<file path="config.mk">
export PLATFORM = sky130hd
export DESIGN_NAME = pbm_port_config
export DESIGN_NICKNAME = d
export VERILOG_FILES = /design/src/pbm_pkg.sv /design/src/pbm_latch_mem.sv /design/src/pbm_port_config.sv
export VERILOG_INCLUDE_DIRS = /design/src /design/src/src
export SDC_FILE = /design/constraint.sdc
export NUM_CORES = 1
export LEC_CHECK = 0
export BUFFER_PORTS_ARGS = -buffer_cell sky130_fd_sc_hd__buf_2
export CAP_MARGIN = 20
export CORE_MARGIN = 2
export CORE_UTILIZATION = 56
export DETAILED_ROUTE_END_ITERATION = 10
export GPL_ROUTABILITY_DRIVEN = 0
export GPL_TIMING_DRIVEN = 0
export PLACE_DENSITY = 0.89
export SYNTH_ARGS = -nofsm -noshare
export SYNTH_HDL_FRONTEND = slang
export SYNTH_SLANG_ARGS = --single-unit
</file>
<file path="constraint.sdc">
create_clock -name clock_in -period 3.5 [get_ports clock_in]
set_input_delay 0.175 -clock clock_in [delete_from_list [all_inputs] [get_ports clock_in]]
set_output_delay 0.175 -clock clock_in [all_outputs]
set_load 0.01 [all_outputs]
</file>
<file path="src/pbm_consts.svh">
// register addresses, masks, reset values and sizes of the port configuration block
`ifndef PBM_CONSTS_SVH
`define PBM_CONSTS_SVH
`define PBM_ADDR_W          20
`define PBM_ADDR_ASEL       20'hF0017
`define PBM_ADDR_IBS0       20'hF0040
`define PBM_ADDR_IBS1       20'hF0041
`define PBM_ADDR_IBS14      20'hF004E
`define PBM_ADDR_ODS0       20'hF0050
`define PBM_ADDR_ODS1       20'hF0051
`define PBM_ADDR_ODS14      20'hF005E
`define PBM_ADDR_LATCH0     20'hFFF00
`define PBM_ADDR_LATCH1     20'hFFF01
`define PBM_ADDR_LATCH2     20'hFFF02
`define PBM_ADDR_LATCH14    20'hFFF0E
`define PBM_MASK_IBS0       8'h18
`define PBM_MASK_IBS1       8'h03
`define PBM_MASK_IBS14      8'h0C
`define PBM_MASK_ODS0       8'h1C
`define PBM_MASK_ODS1       8'h05
`define PBM_MASK_ODS14      8'h1C
`define PBM_MASK_ASEL       8'h1F
`define PBM_RST_CFG         8'h00
`define PBM_RST_ASEL        8'h10
`define PBM_RST_LATCH       8'h00
`define PBM_ASEL_ALL_DIG    5'h10
`define PBM_ASEL_MAX_SPLIT  5'h08
`define PBM_NUM_PORTS       4
`define PBM_ANALOG_PORT     2
`endif

</file>
<file path="src/pbm_pkg.sv">
// types shared by the port configuration block
package pbm_pkg;
    typedef logic [7:0] pbm_byte_t;
    typedef enum logic [3:0] {
        PBM_SEL_NONE,
        PBM_SEL_ASEL,
        PBM_SEL_IBS0,
        PBM_SEL_IBS1,
        PBM_SEL_IBS14,
        PBM_SEL_ODS0,
        PBM_SEL_ODS1,
        PBM_SEL_ODS14,
        PBM_SEL_LATCH
    } pbm_sel_e;
endpackage

</file>
<file path="src/pbm_latch_mem.sv">
// port output latches with masked write and registered read
`timescale 1ns/1ps
`include "pbm_consts.svh"
module pbm_latch_mem
    import pbm_pkg::*;
#(
    parameter int NUM = `PBM_NUM_PORTS
) (
    input  wire logic               clock_in,
    input  wire logic               rst_n_in,
    input  wire logic               wr_in,
    input  wire logic [1:0]         wr_idx_in,
    input  wire logic [7:0]         wr_mask_in,
    input  wire logic [7:0]         wr_data_in,
    input  wire logic [1:0]         rd_idx_in,
    output logic      [7:0]         rd_data_out,
    output logic      [NUM*8-1:0]   latch_out
);
    pbm_byte_t mem_q [NUM];
    pbm_byte_t rd_q;

    genvar g;
    generate
        for (g = 0; g < NUM; g++) begin : g_ent
            always_ff @(posedge clock_in or negedge rst_n_in) begin
                if (!rst_n_in) begin
                    mem_q[g] <= `PBM_RST_LATCH;
                end else if (wr_in && wr_idx_in == 2'(g)) begin
                    mem_q[g] <= (mem_q[g] & ~wr_mask_in) | (wr_data_in & wr_mask_in);
                end
            end
            assign latch_out[g*8 +: 8] = mem_q[g];
        end
    endgenerate

    always_ff @(posedge clock_in or negedge rst_n_in) begin
        if (!rst_n_in) begin
            rd_q <= `PBM_RST_LATCH;
        end else begin
            rd_q <= mem_q[rd_idx_in];
        end
    end

    assign rd_data_out = rd_q;
endmodule // pbm_latch_mem

</file>
<file path="src/pbm_port_config.sv">
// port buffer mode, open-drain select, analog pin select and output latch path
// Functional notes
// input buffer select bits: reg0 bits 4,3; reg1 bits 1,0; reg14 bits 3,2
// a one selects the TTL-level input buffer, zero the normal buffer
// drive select bits: reg0 bits 4-2; reg1 bits 2,0; reg14 bits 4-2
// drive select zero gives push-pull, one gives N-channel open drain
// open drain is also usable on both simple I2C data pins
// all config registers accept 1-bit and 8-bit writes
// reset clears buffer select and drive select registers
// analog select uses bits 4-0 for port 2; bits 7-5 are zero
// reset sets analog select so all port 2 pins are digital
// code k up to 8 makes lowest k pins digital; 16 all digital
// with converter enable low, analog select ignores writes and holds reset value
// software sets converter enable before configuring analog select
// software puts conversion pins into input mode
// software never converts a pin configured as digital
// in output mode a write updates the latch and the pin drives it
// in input mode a write updates the latch but the pin stays undriven
// the latch keeps its value until the next write
// reset clears the output latches
// reading an output-mode port returns the latch, latch unchanged
// reading an input-mode port returns the pin levels, latch unchanged
// fixed-zero bits read zero and ignore writes
`timescale 1ns/1ps
`include "pbm_consts.svh"
module pbm_port_config
    import pbm_pkg::*;
(
    input  wire logic                    clock_in,
    input  wire logic                    rst_n_in,
    input  wire logic [`PBM_ADDR_W-1:0]  cpu_addr_in,
    input  wire logic                    cpu_wr_in,
    input  wire logic                    cpu_rd_in,
    input  wire logic                    cpu_bit_op_in,
    input  wire logic [2:0]              cpu_bit_sel_in,
    input  wire logic [7:0]              cpu_wdata_in,
    input  wire logic                    converter_peripheral_enable_in,
    input  wire logic [31:0]             port_input_mode_in,
    input  wire logic [31:0]             pin_level_in,
    output logic      [7:0]              cpu_rdata_out,
    output logic                         cpu_rvalid_out,
    output logic      [31:0]             pin_drive_out,
    output logic      [31:0]             pin_oe_n_out,
    output logic      [31:0]             ttl_buffer_out,
    output logic      [7:0]              analog_input_out
);
    ////////////////////////////////////////////////////////////////////////
    // decode
    pbm_sel_e   sel;
    logic [1:0] port_idx;
    logic [7:0] wmask;

    always_comb begin
        sel      = PBM_SEL_NONE;
        port_idx = 2'h0;
        case (cpu_addr_in)
            `PBM_ADDR_ASEL:    sel = PBM_SEL_ASEL;
            `PBM_ADDR_IBS0:    sel = PBM_SEL_IBS0;
            `PBM_ADDR_IBS1:    sel = PBM_SEL_IBS1;
            `PBM_ADDR_IBS14:   sel = PBM_SEL_IBS14;
            `PBM_ADDR_ODS0:    sel = PBM_SEL_ODS0;
            `PBM_ADDR_ODS1:    sel = PBM_SEL_ODS1;
            `PBM_ADDR_ODS14:   sel = PBM_SEL_ODS14;
            `PBM_ADDR_LATCH0:  sel = PBM_SEL_LATCH;
            `PBM_ADDR_LATCH1: begin
                sel      = PBM_SEL_LATCH;
                port_idx = 2'h1;
            end
            `PBM_ADDR_LATCH2: begin
                sel      = PBM_SEL_LATCH;
                port_idx = 2'h2;
            end
            `PBM_ADDR_LATCH14: begin
                sel      = PBM_SEL_LATCH;
                port_idx = 2'h3;
            end
            default:           sel = PBM_SEL_NONE;
        endcase
    end

    // single-bit operations touch one bit, byte operations all eight
    assign wmask = cpu_bit_op_in ? (8'h01 << cpu_bit_sel_in) : 8'hFF;

    function automatic pbm_byte_t merge(input pbm_byte_t old, input pbm_byte_t fixed);
        merge = ((old & ~wmask) | (cpu_wdata_in & wmask)) & fixed;
    endfunction

    ////////////////////////////////////////////////////////////////////////
    // configuration registers
    pbm_byte_t ibs0_q, ibs1_q, ibs14_q, ods0_q, ods1_q, ods14_q, asel_q;

    always_ff @(posedge clock_in or negedge rst_n_in) begin
        if (!rst_n_in) begin
            ibs0_q  <= `PBM_RST_CFG;
            ibs1_q  <= `PBM_RST_CFG;
            ibs14_q <= `PBM_RST_CFG;
        end else if (cpu_wr_in) begin
            if (sel == PBM_SEL_IBS0)  ibs0_q  <= merge(ibs0_q, `PBM_MASK_IBS0);
            if (sel == PBM_SEL_IBS1)  ibs1_q  <= merge(ibs1_q, `PBM_MASK_IBS1);
            if (sel == PBM_SEL_IBS14) ibs14_q <= merge(ibs14_q, `PBM_MASK_IBS14);
        end
    end

    always_ff @(posedge clock_in or negedge rst_n_in) begin
        if (!rst_n_in) begin
            ods0_q  <= `PBM_RST_CFG;
            ods1_q  <= `PBM_RST_CFG;
            ods14_q <= `PBM_RST_CFG;
        end else if (cpu_wr_in) begin
            if (sel == PBM_SEL_ODS0)  ods0_q  <= merge(ods0_q, `PBM_MASK_ODS0);
            if (sel == PBM_SEL_ODS1)  ods1_q  <= merge(ods1_q, `PBM_MASK_ODS1);
            if (sel == PBM_SEL_ODS14) ods14_q <= merge(ods14_q, `PBM_MASK_ODS14);
        end
    end

    always_ff @(posedge clock_in or negedge rst_n_in) begin
        if (!rst_n_in) begin
            asel_q <= `PBM_RST_ASEL;
        end else if (!converter_peripheral_enable_in) begin
            asel_q <= `PBM_RST_ASEL;
        end else if (cpu_wr_in && sel == PBM_SEL_ASEL) begin
            asel_q <= merge(asel_q, `PBM_MASK_ASEL);
        end
    end

    ////////////////////////////////////////////////////////////////////////
    // output latches
    logic [31:0] latch;
    logic [7:0]  mem_rdata;

    pbm_latch_mem #(
        .NUM (`PBM_NUM_PORTS)
    ) u_latch (
        .clock_in    (clock_in),
        .rst_n_in    (rst_n_in),
        .wr_in       (cpu_wr_in && sel == PBM_SEL_LATCH),
        .wr_idx_in   (port_idx),
        .wr_mask_in  (wmask),
        .wr_data_in  (cpu_wdata_in),
        .rd_idx_in   (port_idx),
        .rd_data_out (mem_rdata),
        .latch_out   (latch)
    );

    ////////////////////////////////////////////////////////////////////////
    // pin synchroniser
    logic [31:0] pin_s1_q, pin_s2_q;

    always_ff @(posedge clock_in or negedge rst_n_in) begin
        if (!rst_n_in) begin
            pin_s1_q <= 32'h0000_0000;
            pin_s2_q <= 32'h0000_0000;
        end else begin
            pin_s1_q <= pin_level_in;
            pin_s2_q <= pin_s1_q;
        end
    end

    ////////////////////////////////////////////////////////////////////////
    // analog select decode and pin drive
    logic [7:0]  analog_map;
    logic [31:0] od_sel, ttl_sel, analog_all;

    // prohibited codes fall back to all-digital so no pin is lost silently
    always_comb begin
        analog_map = 8'h00;
        if (asel_q[4:0] <= `PBM_ASEL_MAX_SPLIT) begin
            analog_map = 8'hFF << asel_q[3:0];
        end
    end

    assign od_sel     = {ods14_q, 8'h00, ods1_q, ods0_q};
    assign ttl_sel    = {ibs14_q, 8'h00, ibs1_q, ibs0_q};
    assign analog_all = {8'h00, analog_map, 16'h0000};

    logic [31:0] drive_q, oe_n_q, ttl_q;
    logic [7:0]  analog_q;

    genvar g;
    generate
        for (g = 0; g < 32; g++) begin : g_pin
            always_ff @(posedge clock_in or negedge rst_n_in) begin
                if (!rst_n_in) begin
                    drive_q[g] <= 1'b0;
                    oe_n_q[g]  <= 1'b1;
                end else begin
                    drive_q[g] <= latch[g];
                    // open drain pulls low only; a one releases the pin
                    oe_n_q[g]  <= port_input_mode_in[g] || analog_all[g] ||
                                  (od_sel[g] && latch[g]);
                end
            end
        end
    endgenerate

    always_ff @(posedge clock_in or negedge rst_n_in) begin
        if (!rst_n_in) begin
            ttl_q    <= 32'h0000_0000;
            analog_q <= 8'h00;
        end else begin
            ttl_q    <= ttl_sel;
            analog_q <= analog_map;
        end
    end

    ////////////////////////////////////////////////////////////////////////
    // read path, answer two edges after the request
    logic        rd1_q, is_port_q, rvalid_q;
    logic [7:0]  cfg_q, pin_snap_q, mode_snap_q, rdata_q;
    pbm_byte_t   cfg_val;

    always_comb begin
        case (sel)
            PBM_SEL_ASEL:  cfg_val = asel_q;
            PBM_SEL_IBS0:  cfg_val = ibs0_q;
            PBM_SEL_IBS1:  cfg_val = ibs1_q;
            PBM_SEL_IBS14: cfg_val = ibs14_q;
            PBM_SEL_ODS0:  cfg_val = ods0_q;
            PBM_SEL_ODS1:  cfg_val = ods1_q;
            PBM_SEL_ODS14: cfg_val = ods14_q;
            default:       cfg_val = 8'h00;
        endcase
    end

    always_ff @(posedge clock_in or negedge rst_n_in) begin
        if (!rst_n_in) begin
            rd1_q       <= 1'b0;
            is_port_q   <= 1'b0;
            cfg_q       <= 8'h00;
            pin_snap_q  <= 8'h00;
            mode_snap_q <= 8'h00;
        end else begin
            rd1_q       <= cpu_rd_in;
            is_port_q   <= (sel == PBM_SEL_LATCH);
            cfg_q       <= cfg_val;
            pin_snap_q  <= pin_s2_q[port_idx*8 +: 8];
            mode_snap_q <= port_input_mode_in[port_idx*8 +: 8];
        end
    end

    always_ff @(posedge clock_in or negedge rst_n_in) begin
        if (!rst_n_in) begin
            rvalid_q <= 1'b0;
            rdata_q  <= 8'h00;
        end else begin
            rvalid_q <= rd1_q;
            if (rd1_q) begin
                rdata_q <= is_port_q ?
                           ((pin_snap_q & mode_snap_q) | (mem_rdata & ~mode_snap_q)) :
                           cfg_q;
            end
        end
    end

    assign cpu_rdata_out    = rdata_q;
    assign cpu_rvalid_out   = rvalid_q;
    assign pin_drive_out    = drive_q;
    assign pin_oe_n_out     = oe_n_q;
    assign ttl_buffer_out   = ttl_q;
    assign analog_input_out = analog_q;

    ////////////////////////////////////////////////////////////////////////
    // checks
    a_asel_hold:
    assert property (@(posedge clock_in) disable iff (!rst_n_in)
        !converter_peripheral_enable_in |=> asel_q == `PBM_RST_ASEL)
        else $error("analog select changed while converter disabled");

    a_fixed_zero:
    assert property (@(posedge clock_in) disable iff (!rst_n_in)
        ((ibs0_q & ~`PBM_MASK_IBS0) == 8'h00) && ((ods1_q & ~`PBM_MASK_ODS1) == 8'h00)
        && (asel_q[7:5] == 3'h0))
        else $error("fixed-zero bit set");

    a_bit_write:
    assert property (@(posedge clock_in) disable iff (!rst_n_in)
        cpu_wr_in && cpu_bit_op_in && sel == PBM_SEL_ODS0 && cpu_bit_sel_in == 3'h2
        |=> ods0_q[2] == $past(cpu_wdata_in[2]) && ods0_q[4:3] == $past(ods0_q[4:3]))
        else $error("single-bit write wrong");

    a_analog_map:
    assert property (@(posedge clock_in) disable iff (!rst_n_in)
        asel_q[4:0] == 5'h03 |=> analog_input_out == 8'hF8)
        else $error("analog map wrong for code 3");

    a_od_release:
    assert property (@(posedge clock_in) disable iff (!rst_n_in)
        od_sel[2] && latch[2] |=> pin_oe_n_out[2])
        else $error("open drain drove a high");

    a_pp_drive:
    assert property (@(posedge clock_in) disable iff (!rst_n_in)
        !port_input_mode_in[8] && !od_sel[8]
        |=> !pin_oe_n_out[8] && pin_drive_out[8] == $past(latch[8]))
        else $error("push-pull pin not driving latch");

    a_input_off:
    assert property (@(posedge clock_in) disable iff (!rst_n_in)
        1'b1 |=> (pin_oe_n_out & $past(port_input_mode_in)) == $past(port_input_mode_in))
        else $error("input-mode pin driven");

    a_latch_keep:
    assert property (@(posedge clock_in) disable iff (!rst_n_in)
        !(cpu_wr_in && sel == PBM_SEL_LATCH) |=> $stable(latch))
        else $error("latch changed without write");

    a_read_time:
    assert property (@(posedge clock_in) disable iff (!rst_n_in)
        cpu_rd_in |-> ##2 cpu_rvalid_out)
        else $error("read answer late");

    a_ttl_follow:
    assert property (@(posedge clock_in) disable iff (!rst_n_in)
        ##1 ttl_buffer_out == $past(ttl_sel))
        else $error("buffer select not following register");

    c_od_write: cover property (@(posedge clock_in) disable iff (!rst_n_in)
        cpu_wr_in && sel == PBM_SEL_ODS14);
    c_asel_split: cover property (@(posedge clock_in) disable iff (!rst_n_in)
        asel_q[4:0] == 5'h04);
    c_port_read: cover property (@(posedge clock_in) disable iff (!rst_n_in)
        cpu_rd_in && sel == PBM_SEL_LATCH ##2 cpu_rvalid_out);
endmodule // pbm_port_config

</file>
==> results.md, run 1 <==
* Largest net degree at the start of global routing at 97
* Setup TNS at 0 ns
* Syn Area/Cell at 13.8 sq um
* Pwr/cell area at 499 nW/um^2
* Worst ir drop on vdd at 0.460 mV
* Combinational share of power at 6.3%
* Clock Sink Count at 233
* CTS buffer count at 23
* Avg WL per Cell at 20.9 um
* DRT antenna net count at 0
* Nets at 1020
* Psw at 1.20 mW
* Area of the mapped netlist at 8360 sq um
* Reg area at 5870 sq um
* Die W at 126 um
* Synth top area share at 59.8%
* CP arrival at 2.63 ns
* Yosys top cell by area: dfrtp_1
* Initial antenna violation count at 0
* Worst relative slew slack at 35.2%
* Total power at 5.58 mW
* Cell count after synthesis at 608
* Initial DRC Count at 419
* Placeable core area at 14600 sq um
* Routed vias at 6272
* Startpoint Class: primary input
* Setup CP Type: primary input to flop
* Total gr overflow at 0
* P_leak at 5.60 nW
* DP Wirelength at 14.1 mm
* Standard-cell rows at 44
* CTS clk-pin slew, worst paths at 0.06 ns
* CP max stage delay at 0.82 ns
* Post-synthesis register bit count at 233
* Top area cells in the synthesized netlist: dfrtp_1 60%, dfstp_2 10%, mux2_2 5.4%, a22oi_1 4.6%, nand2_1 2.4%
* Crit. End Element: flop
* H-tree Lvls at 1
* Max-cap viol count at 0
* EDFF count, synth at 0
* Multi-input logic area at 2290 sq um
* CTS Hold Bufs at 74
* Fin util at 76.6%
* Final routed DRC violation total at 0
* Bufs on Longest Clock Path at 3
* Fin crit share at 63.2%
* Layout cell share with drive strength beyond 1 at 36.4%
* First-pass GRT wire length at 36.0 mm
* Starting Density at 57.3%
* Worst-path cell chain: buf_2, and4b_1, nand4_1, nor2_1, clkbuf_1, a22oi_1, nand2_1
* Total Wirelength at 23.4 mm
* FMAX at 452 MHz
* Clk_lat worst skew at 0.50 ns
* Seq pwr share at 50.2%
* Crit-path slowest cell: nor2_1
* Die Span Y at 126 um
* CTS tree: done
* Final worst path period need at 2.21 ns
* Hold WS at 0.0285 ns
* YS warnings at 0
* Ant diodes at 0
* CP required at 3.92 ns
* Worst Skew at 0.00750 ns
* Final Hold Viols at 0
* Crit-path max FO at 10
* Clock share of power at 43.6%
* Resize count post-CTS at 0
* Synth cell types at 51
* Vias/cell at 5.61
* Status: completed
* Internal at 4.38 mW
* RSZ-0062 raised after global routing: no
* Endpoints failing setup at 0
* Ys async rst share at 100%
* 1st-pass router iterations at 7
* CTS root buf: clkbuf_16
* All-Layer GR Usage at 29.5%
* Worst hold-check path type: primary input to flop
* Area grow syn2layout at 33.5%
* IO Port Bufs at 185
* Slew Viols, Final at 0
* Post-synthesis sequential area ratio at 70.2%
* Die footprint at 15900 sq um
* Vias in the first global route at 6623
* Setup bufs post-CTS at 0
* Filler cells at 897
* Predominant post-synthesis flop cell: dfrtp_1
* Sw Share at 21.5%
* Io pins at 214
* Slew @ Worst Pin at 0.968 ns
## synthesized netlist by cell type, types with 2 or more instances
library cell and number:
nand3b_1 2, o21ai_1 5, mux2i_1 12, o22ai_1 3
a21o_1 8, nand4_1 2, nor3b_1 4, mux2_1 6
clkbuf_1 12, a32oi_1 2, nor3_1 14, o31ai_1 2
a211oi_1 2, nor4_1 2, o21a_1 2, nand2_1 53
and4_1 2, inv_1 4, nand3_1 13, buf_4 26
and4b_1 2, nor3_2 6, nand4b_1 2, mux2_2 40
or2_2 8, and3_1 2, buf_2 6, and2_1 5
a21boi_0 3, nor2_1 32, o21ai_0 9, nand2b_1 4
dfrtp_1 200, a22oi_1 51, dfstp_2 33, or3_1 3
a21oi_1 8, nor2b_1 5
## kinds of logic after synthesis
group	after synthesis	synth area share [%]
AOI/OAI and AO/OA	100	8.36
xor gates and xnor gates	1	0.105
buffers and inverters	50	3.50
DFF	233	70.2
muxes	58	7.63
other	1	0.0448
and+or+nand+nor	165	10.1
## placed cells by master (no fill, tap or decap), drive strengths merged, types with 2 or more instances in the layout
cell type / netlist / layout
a21oi: 8 / 8
a21o: 8 / 8
or2: 8 / 8
or3: 3 / 3
clkinv: 1 / 3
a22oi: 51 / 51
dfrtp: 200 / 200
o31ai: 2 / 2
inv: 4 / 5
nor4: 2 / 2
a211oi: 2 / 2
dfstp: 33 / 33
o21a: 2 / 2
conb: 1 / 26
mux2: 46 / 46
a32oi: 2 / 2
nand4b: 2 / 2
clkbuf: 12 / 49
nand2: 53 / 53
mux2i: 12 / 12
nor3b: 4 / 4
and4b: 2 / 2
and2: 5 / 5
nor2: 32 / 32
dlygate4sd3: 0 / 74
nor3: 20 / 20
nand2b: 4 / 4
o21ai: 14 / 14
nand3: 13 / 13
buf: 33 / 220
nand3b: 2 / 2
nand4: 2 / 2
a21boi: 3 / 3
and4: 2 / 2
and3: 2 / 2
o22ai: 3 / 3
nor2b: 5 / 5
## layout make-up
type / instances / share of cell area (%)
clock inverters: 4 / 0.459
clock buffers: 37 / 6.25
repair buffers: 261 / 15.5
well taps: 184 / 2.06
plain buffers: 45 / 2.45
flip-flops and latches: 233 / 52.6
multi-input cells: 350 / 20.5
inverters: 5 / 0.168
## power by group through the flow
stage | logic (mW) | registers [mW] | clock network, mW
floorplan | 0.0916 | 2.85 | 0
global placement | 0.258 | 2.84 | 0
detailed placement | 0.274 | 2.84 | 0
CTS | 0.340 | 2.80 | 2.43
global route | 0.380 | 2.80 | 2.57
finish | 0.349 | 2.80 | 2.43
## path summary, 6_finish.rpt
check | from | endpoint | slack [ns] | depth (start not counted)
setup / recovery | cpu_addr_in[4] | mode_snap_q[3] | 1.29 | 7
max in group asynchronous | rst_n_in | pin_oe_n_out[22] | 2.13 | 4
hold / removal | cpu_addr_in[9] | is_port_q | 0.03 | 3
min in group asynchronous | rst_n_in | pin_drive_out[27] | 0.18 | 2
hold reg to reg | pin_s1_q[14] | pin_s2_q[14] | 0.35 | 0
setup reg to reg | asel_q[3] | pin_oe_n_out[16] | 1.92 | 3
## routing by layer
layer  share of wire, %  track usage (%)  routed length, um
met1                 36             35.7               8410
met2                 53             53.2              12400
met3                7.9             5.90               1850
met4                3.4             9.83                786
met5                  0                0                  0
## worst max-delay path: cells and delay by family
family / cells / cell delay [ns]
buf+inv: 2 / 0.74
compound gates: 1 / 0.19
simple gates: 4 / 1.52
## metrics by stage
step	std cells	setup slack [ns]	area (sq um)
floorplan	633	1.73	8460
detailed placement	1004	0.947	9680
CTS	1119	1.44	11200
finish	1119	1.29	11200
global placement	1002	-1.38	9610
global route	1119	1.31	11200
(Power assumes the default switching activity.)
==> run 2, diff against run 1 <==
--- a/config.mk
+++ b/config.mk
@@ -9,11 +9,11 @@
 export BUFFER_PORTS_ARGS = -buffer_cell sky130_fd_sc_hd__buf_2
 export CAP_MARGIN = 20
 export CORE_MARGIN = 2
-export CORE_UTILIZATION = 56
+export CORE_UTILIZATION = 52
 export DETAILED_ROUTE_END_ITERATION = 10
 export GPL_ROUTABILITY_DRIVEN = 0
 export GPL_TIMING_DRIVEN = 0
-export PLACE_DENSITY = 0.89
+export PLACE_DENSITY = 0.84
 export SYNTH_ARGS = -nofsm -noshare
 export SYNTH_HDL_FRONTEND = slang
 export SYNTH_SLANG_ARGS = --single-unit
==> constraint.sdc (replaced) <==
create_clock -name clock_in -period 2.28 [get_ports clock_in]
set_input_delay 0.114 -clock clock_in [delete_from_list [all_inputs] [get_ports clock_in]]
set_output_delay 0.114 -clock clock_in [all_outputs]
set_load 0.01 [all_outputs]
==> results.md, run 2 (same netlist as run 1, synthesis figures left out) <==
* CTS root buf: clkbuf_16 (unchanged)
* Combinational share of power at 6.2% (was 6.3%)
* DRT antenna net count at 0 (unchanged)
* Die Span Y at 131 um (was 126 um)
* Sw Share at 21.4% (was 21.5%)
* H-tree Lvls at 1 (unchanged)
* 1st-pass router iterations at 5 (was 7)
* Io pins at 214 (unchanged)
* Worst ir drop on vdd at 0.661 mV (was 0.460 mV)
* Slew Viols, Final at 0 (unchanged)
* Startpoint Class: primary input (unchanged)
* Vias/cell at 5.25 (was 5.61)
* Internal at 6.75 mW (was 4.38 mW)
* Die W at 131 um (was 126 um)
* CTS tree: done (unchanged)
* Fin crit share at 86.5%
* Ant diodes at 0 (unchanged)
* Status: completed (unchanged)
* Seq pwr share at 50.0% (was 50.2%)
* Vias in the first global route at 6144 (was 6623)
* Final routed DRC violation total at 0 (unchanged)
* Slew @ Worst Pin at 1.03 ns (was 0.968 ns)
* Crit-path slowest cell: nor2_1 (unchanged)
* Crit. End Element: flop (unchanged)
* Avg WL per Cell at 19.0 um (was 20.9 um)
* Max-cap viol count at 0 (unchanged)
* Starting Density at 52.8% (was 57.3%)
* Pwr/cell area at 765 nW/um^2 (was 499 nW/um^2)
* Area grow syn2layout at 34.2% (was 33.5%)
* Met3 WL post-DR at 1.47 mm (was 1.85 mm)
* Post-placement setup slack at -0.120 ns (was 0.947 ns)
* Final worst path period need at 1.97 ns
* CP max stage delay at 0.71 ns (was 0.82 ns)
* Total Wirelength at 21.9 mm (was 23.4 mm)
* Final Hold Viols at 0 (unchanged)
* All-Layer GR Usage at 25.6% (was 29.5%)
* Metal2 WL at 11.5 mm (was 12.4 mm)
* Setup TNS at 0 ns (unchanged)
* Clock Sink Count at 233 (unchanged)
* Initial DRC Count at 466 (was 419)
* Filler cells at 1055 (was 897)
* Clock share of power at 43.8% (was 43.6%)
* CP required at 2.71 ns (was 3.92 ns)
* Layout cell share with drive strength beyond 1 at 36.0% (was 36.4%)
* First-pass GRT wire length at 32.9 mm (was 36.0 mm)
* Commonest non-fill, non-tap cell in the layout: dfrtp_1 (unchanged)
* Setup bufs post-CTS at 0 (unchanged)
* Worst Skew at 0.00865 ns (was 0.00750 ns)
* Resize count post-CTS at 0 (unchanged)
* M1 wire length at 8.29 mm (was 8.41 mm)
* Routed vias at 6061 (was 6272)
* Total gr overflow at 0 (unchanged)
* Hold WS at 0.0411 ns (was 0.0285 ns)
* Slack of the critical path at 0.308 ns (was 1.29 ns)
* Worst hold-check path type: primary input to flop (unchanged)
* RSZ-0062 raised after global routing: no (unchanged)
* Worst relative slew slack at 30.4% (was 35.2%)
* Largest net degree at the start of global routing at 125 (was 97)
* FMAX at 507 MHz
* CTS clk-pin slew, worst paths at 0.06 ns (about the same)
* IO Port Bufs at 185 (unchanged)
* Die footprint at 17100 sq um (was 15900 sq um)
* Bufs on Longest Clock Path at 3 (unchanged)
* Worst-path cell chain: buf_2, and4b_1, nand4_1, nor2_1, clkbuf_1, a22oi_1, nand2_1 (unchanged)
* Highest routed layer: met4 (unchanged)
* Placeable core area at 15800 sq um (was 14600 sq um)
* Endpoints failing setup at 0 (unchanged)
* Standard-cell rows at 46 (was 44)
* Setup CP Type: primary input to flop (unchanged)
* Nets at 1023 (was 1020)
* CP arrival at 2.40 ns (was 2.63 ns)
* Highest-count cells in the layout ignoring fill and taps: 200 x dfrtp_1, 190 x buf_2, 78 x dlygate4sd3_1 (was 200 x dfrtp_1, 190 x buf_2, 74 x dlygate4sd3_1)
* Crit-path max FO at 10 (unchanged)
* P_leak at 5.58 nW (was 5.60 nW)
* Psw at 1.84 mW (was 1.20 mW)
* CTS Hold Bufs at 78 (was 74)
* CTS buffer count at 23 (unchanged)
* Initial antenna violation count at 0 (unchanged)
* DP Wirelength at 13.7 mm (was 14.1 mm)
* Clk_lat worst skew at 0.50 ns (about the same)
[run 2: cell count changes in the layout (fill, tap and decap cells not counted)]
cell / change
inv_8: -1
clkbuf_1: +1
dlygate4sd3_1: +4
clkinvlp_4: +5
clkbuf_8: -6
clkinv_2: -1
buf_16: -1
bufinv_16: +2
[run 2: path summary, 6_finish.rpt]
check                                start                 to  slack (ns)  cells after the start
hold / removal             cpu_addr_in[15]          is_port_q        0.04                      4
max in group asynchronous         rst_n_in        pin_s2_q[5]        0.97                      3
setup reg to reg                 asel_q[4]          asel_q[4]        0.84                      3
min in group asynchronous         rst_n_in  pin_drive_out[10]        0.26                      2
hold reg to reg               pin_s1_q[18]       pin_s2_q[18]        0.34                      0
setup / recovery            cpu_addr_in[4]     mode_snap_q[3]        0.31                      7
[run 2: routing by layer]
metal | up-vias | global-route usage (%)
li1 | 2723 | -
met1 | 3009 | 31.9
met2 | 280 | 45.8
met3 | 49 | 4.76
met4 | 0 | 7.32
met5 | - | 0
[run 2: power by group through the flow]
stage | Sequential (mW) | Clock (mW) | Combinational (mW)
after CTS | 4.29 | 3.80 | 0.519
final | 4.29 | 3.77 | 0.530
after global routing | 4.30 | 4.00 | 0.585
after detailed placement | 4.36 | 0 | 0.413
after global placement | 4.36 | 0 | 0.398
after floorplan | 4.37 | 0 | 0.141
[run 2: layout make-up]
class	instances	area [sq um]	area share [%]
plain buffers	45	274	2.44
clock buffers	32	619	5.52
clock inverters	9	133	1.18
inverters	5	18.8	0.167
multi-input cells	350	2290	20.4
flip-flops and latches	233	5870	52.3
well taps	216	270	2.41
repair buffers	264	1740	15.5
[run 2: worst max-delay path: cells and delay by family]
family	cells	cell delay, ns
buffers and inverters	2	0.71
AND/OR/NAND/NOR	4	1.35
AO/OA/AOI/OAI	1	0.22
[run 2: through the flow]
step / instances / utilization [%] / instance area [sq um] / total power, mW
after floorplan: 633 / - / 8460 / 4.52
after global placement: 1034 / 61.0 / 9650 / 4.76
after detailed placement: 1035 / 61.2 / 9690 / 4.78
after CTS: 1154 / 70.9 / 11200 / 8.62
after global routing: 1154 / 70.9 / 11200 / 8.88
final: 1154 / 70.9 / 11200 / 8.59
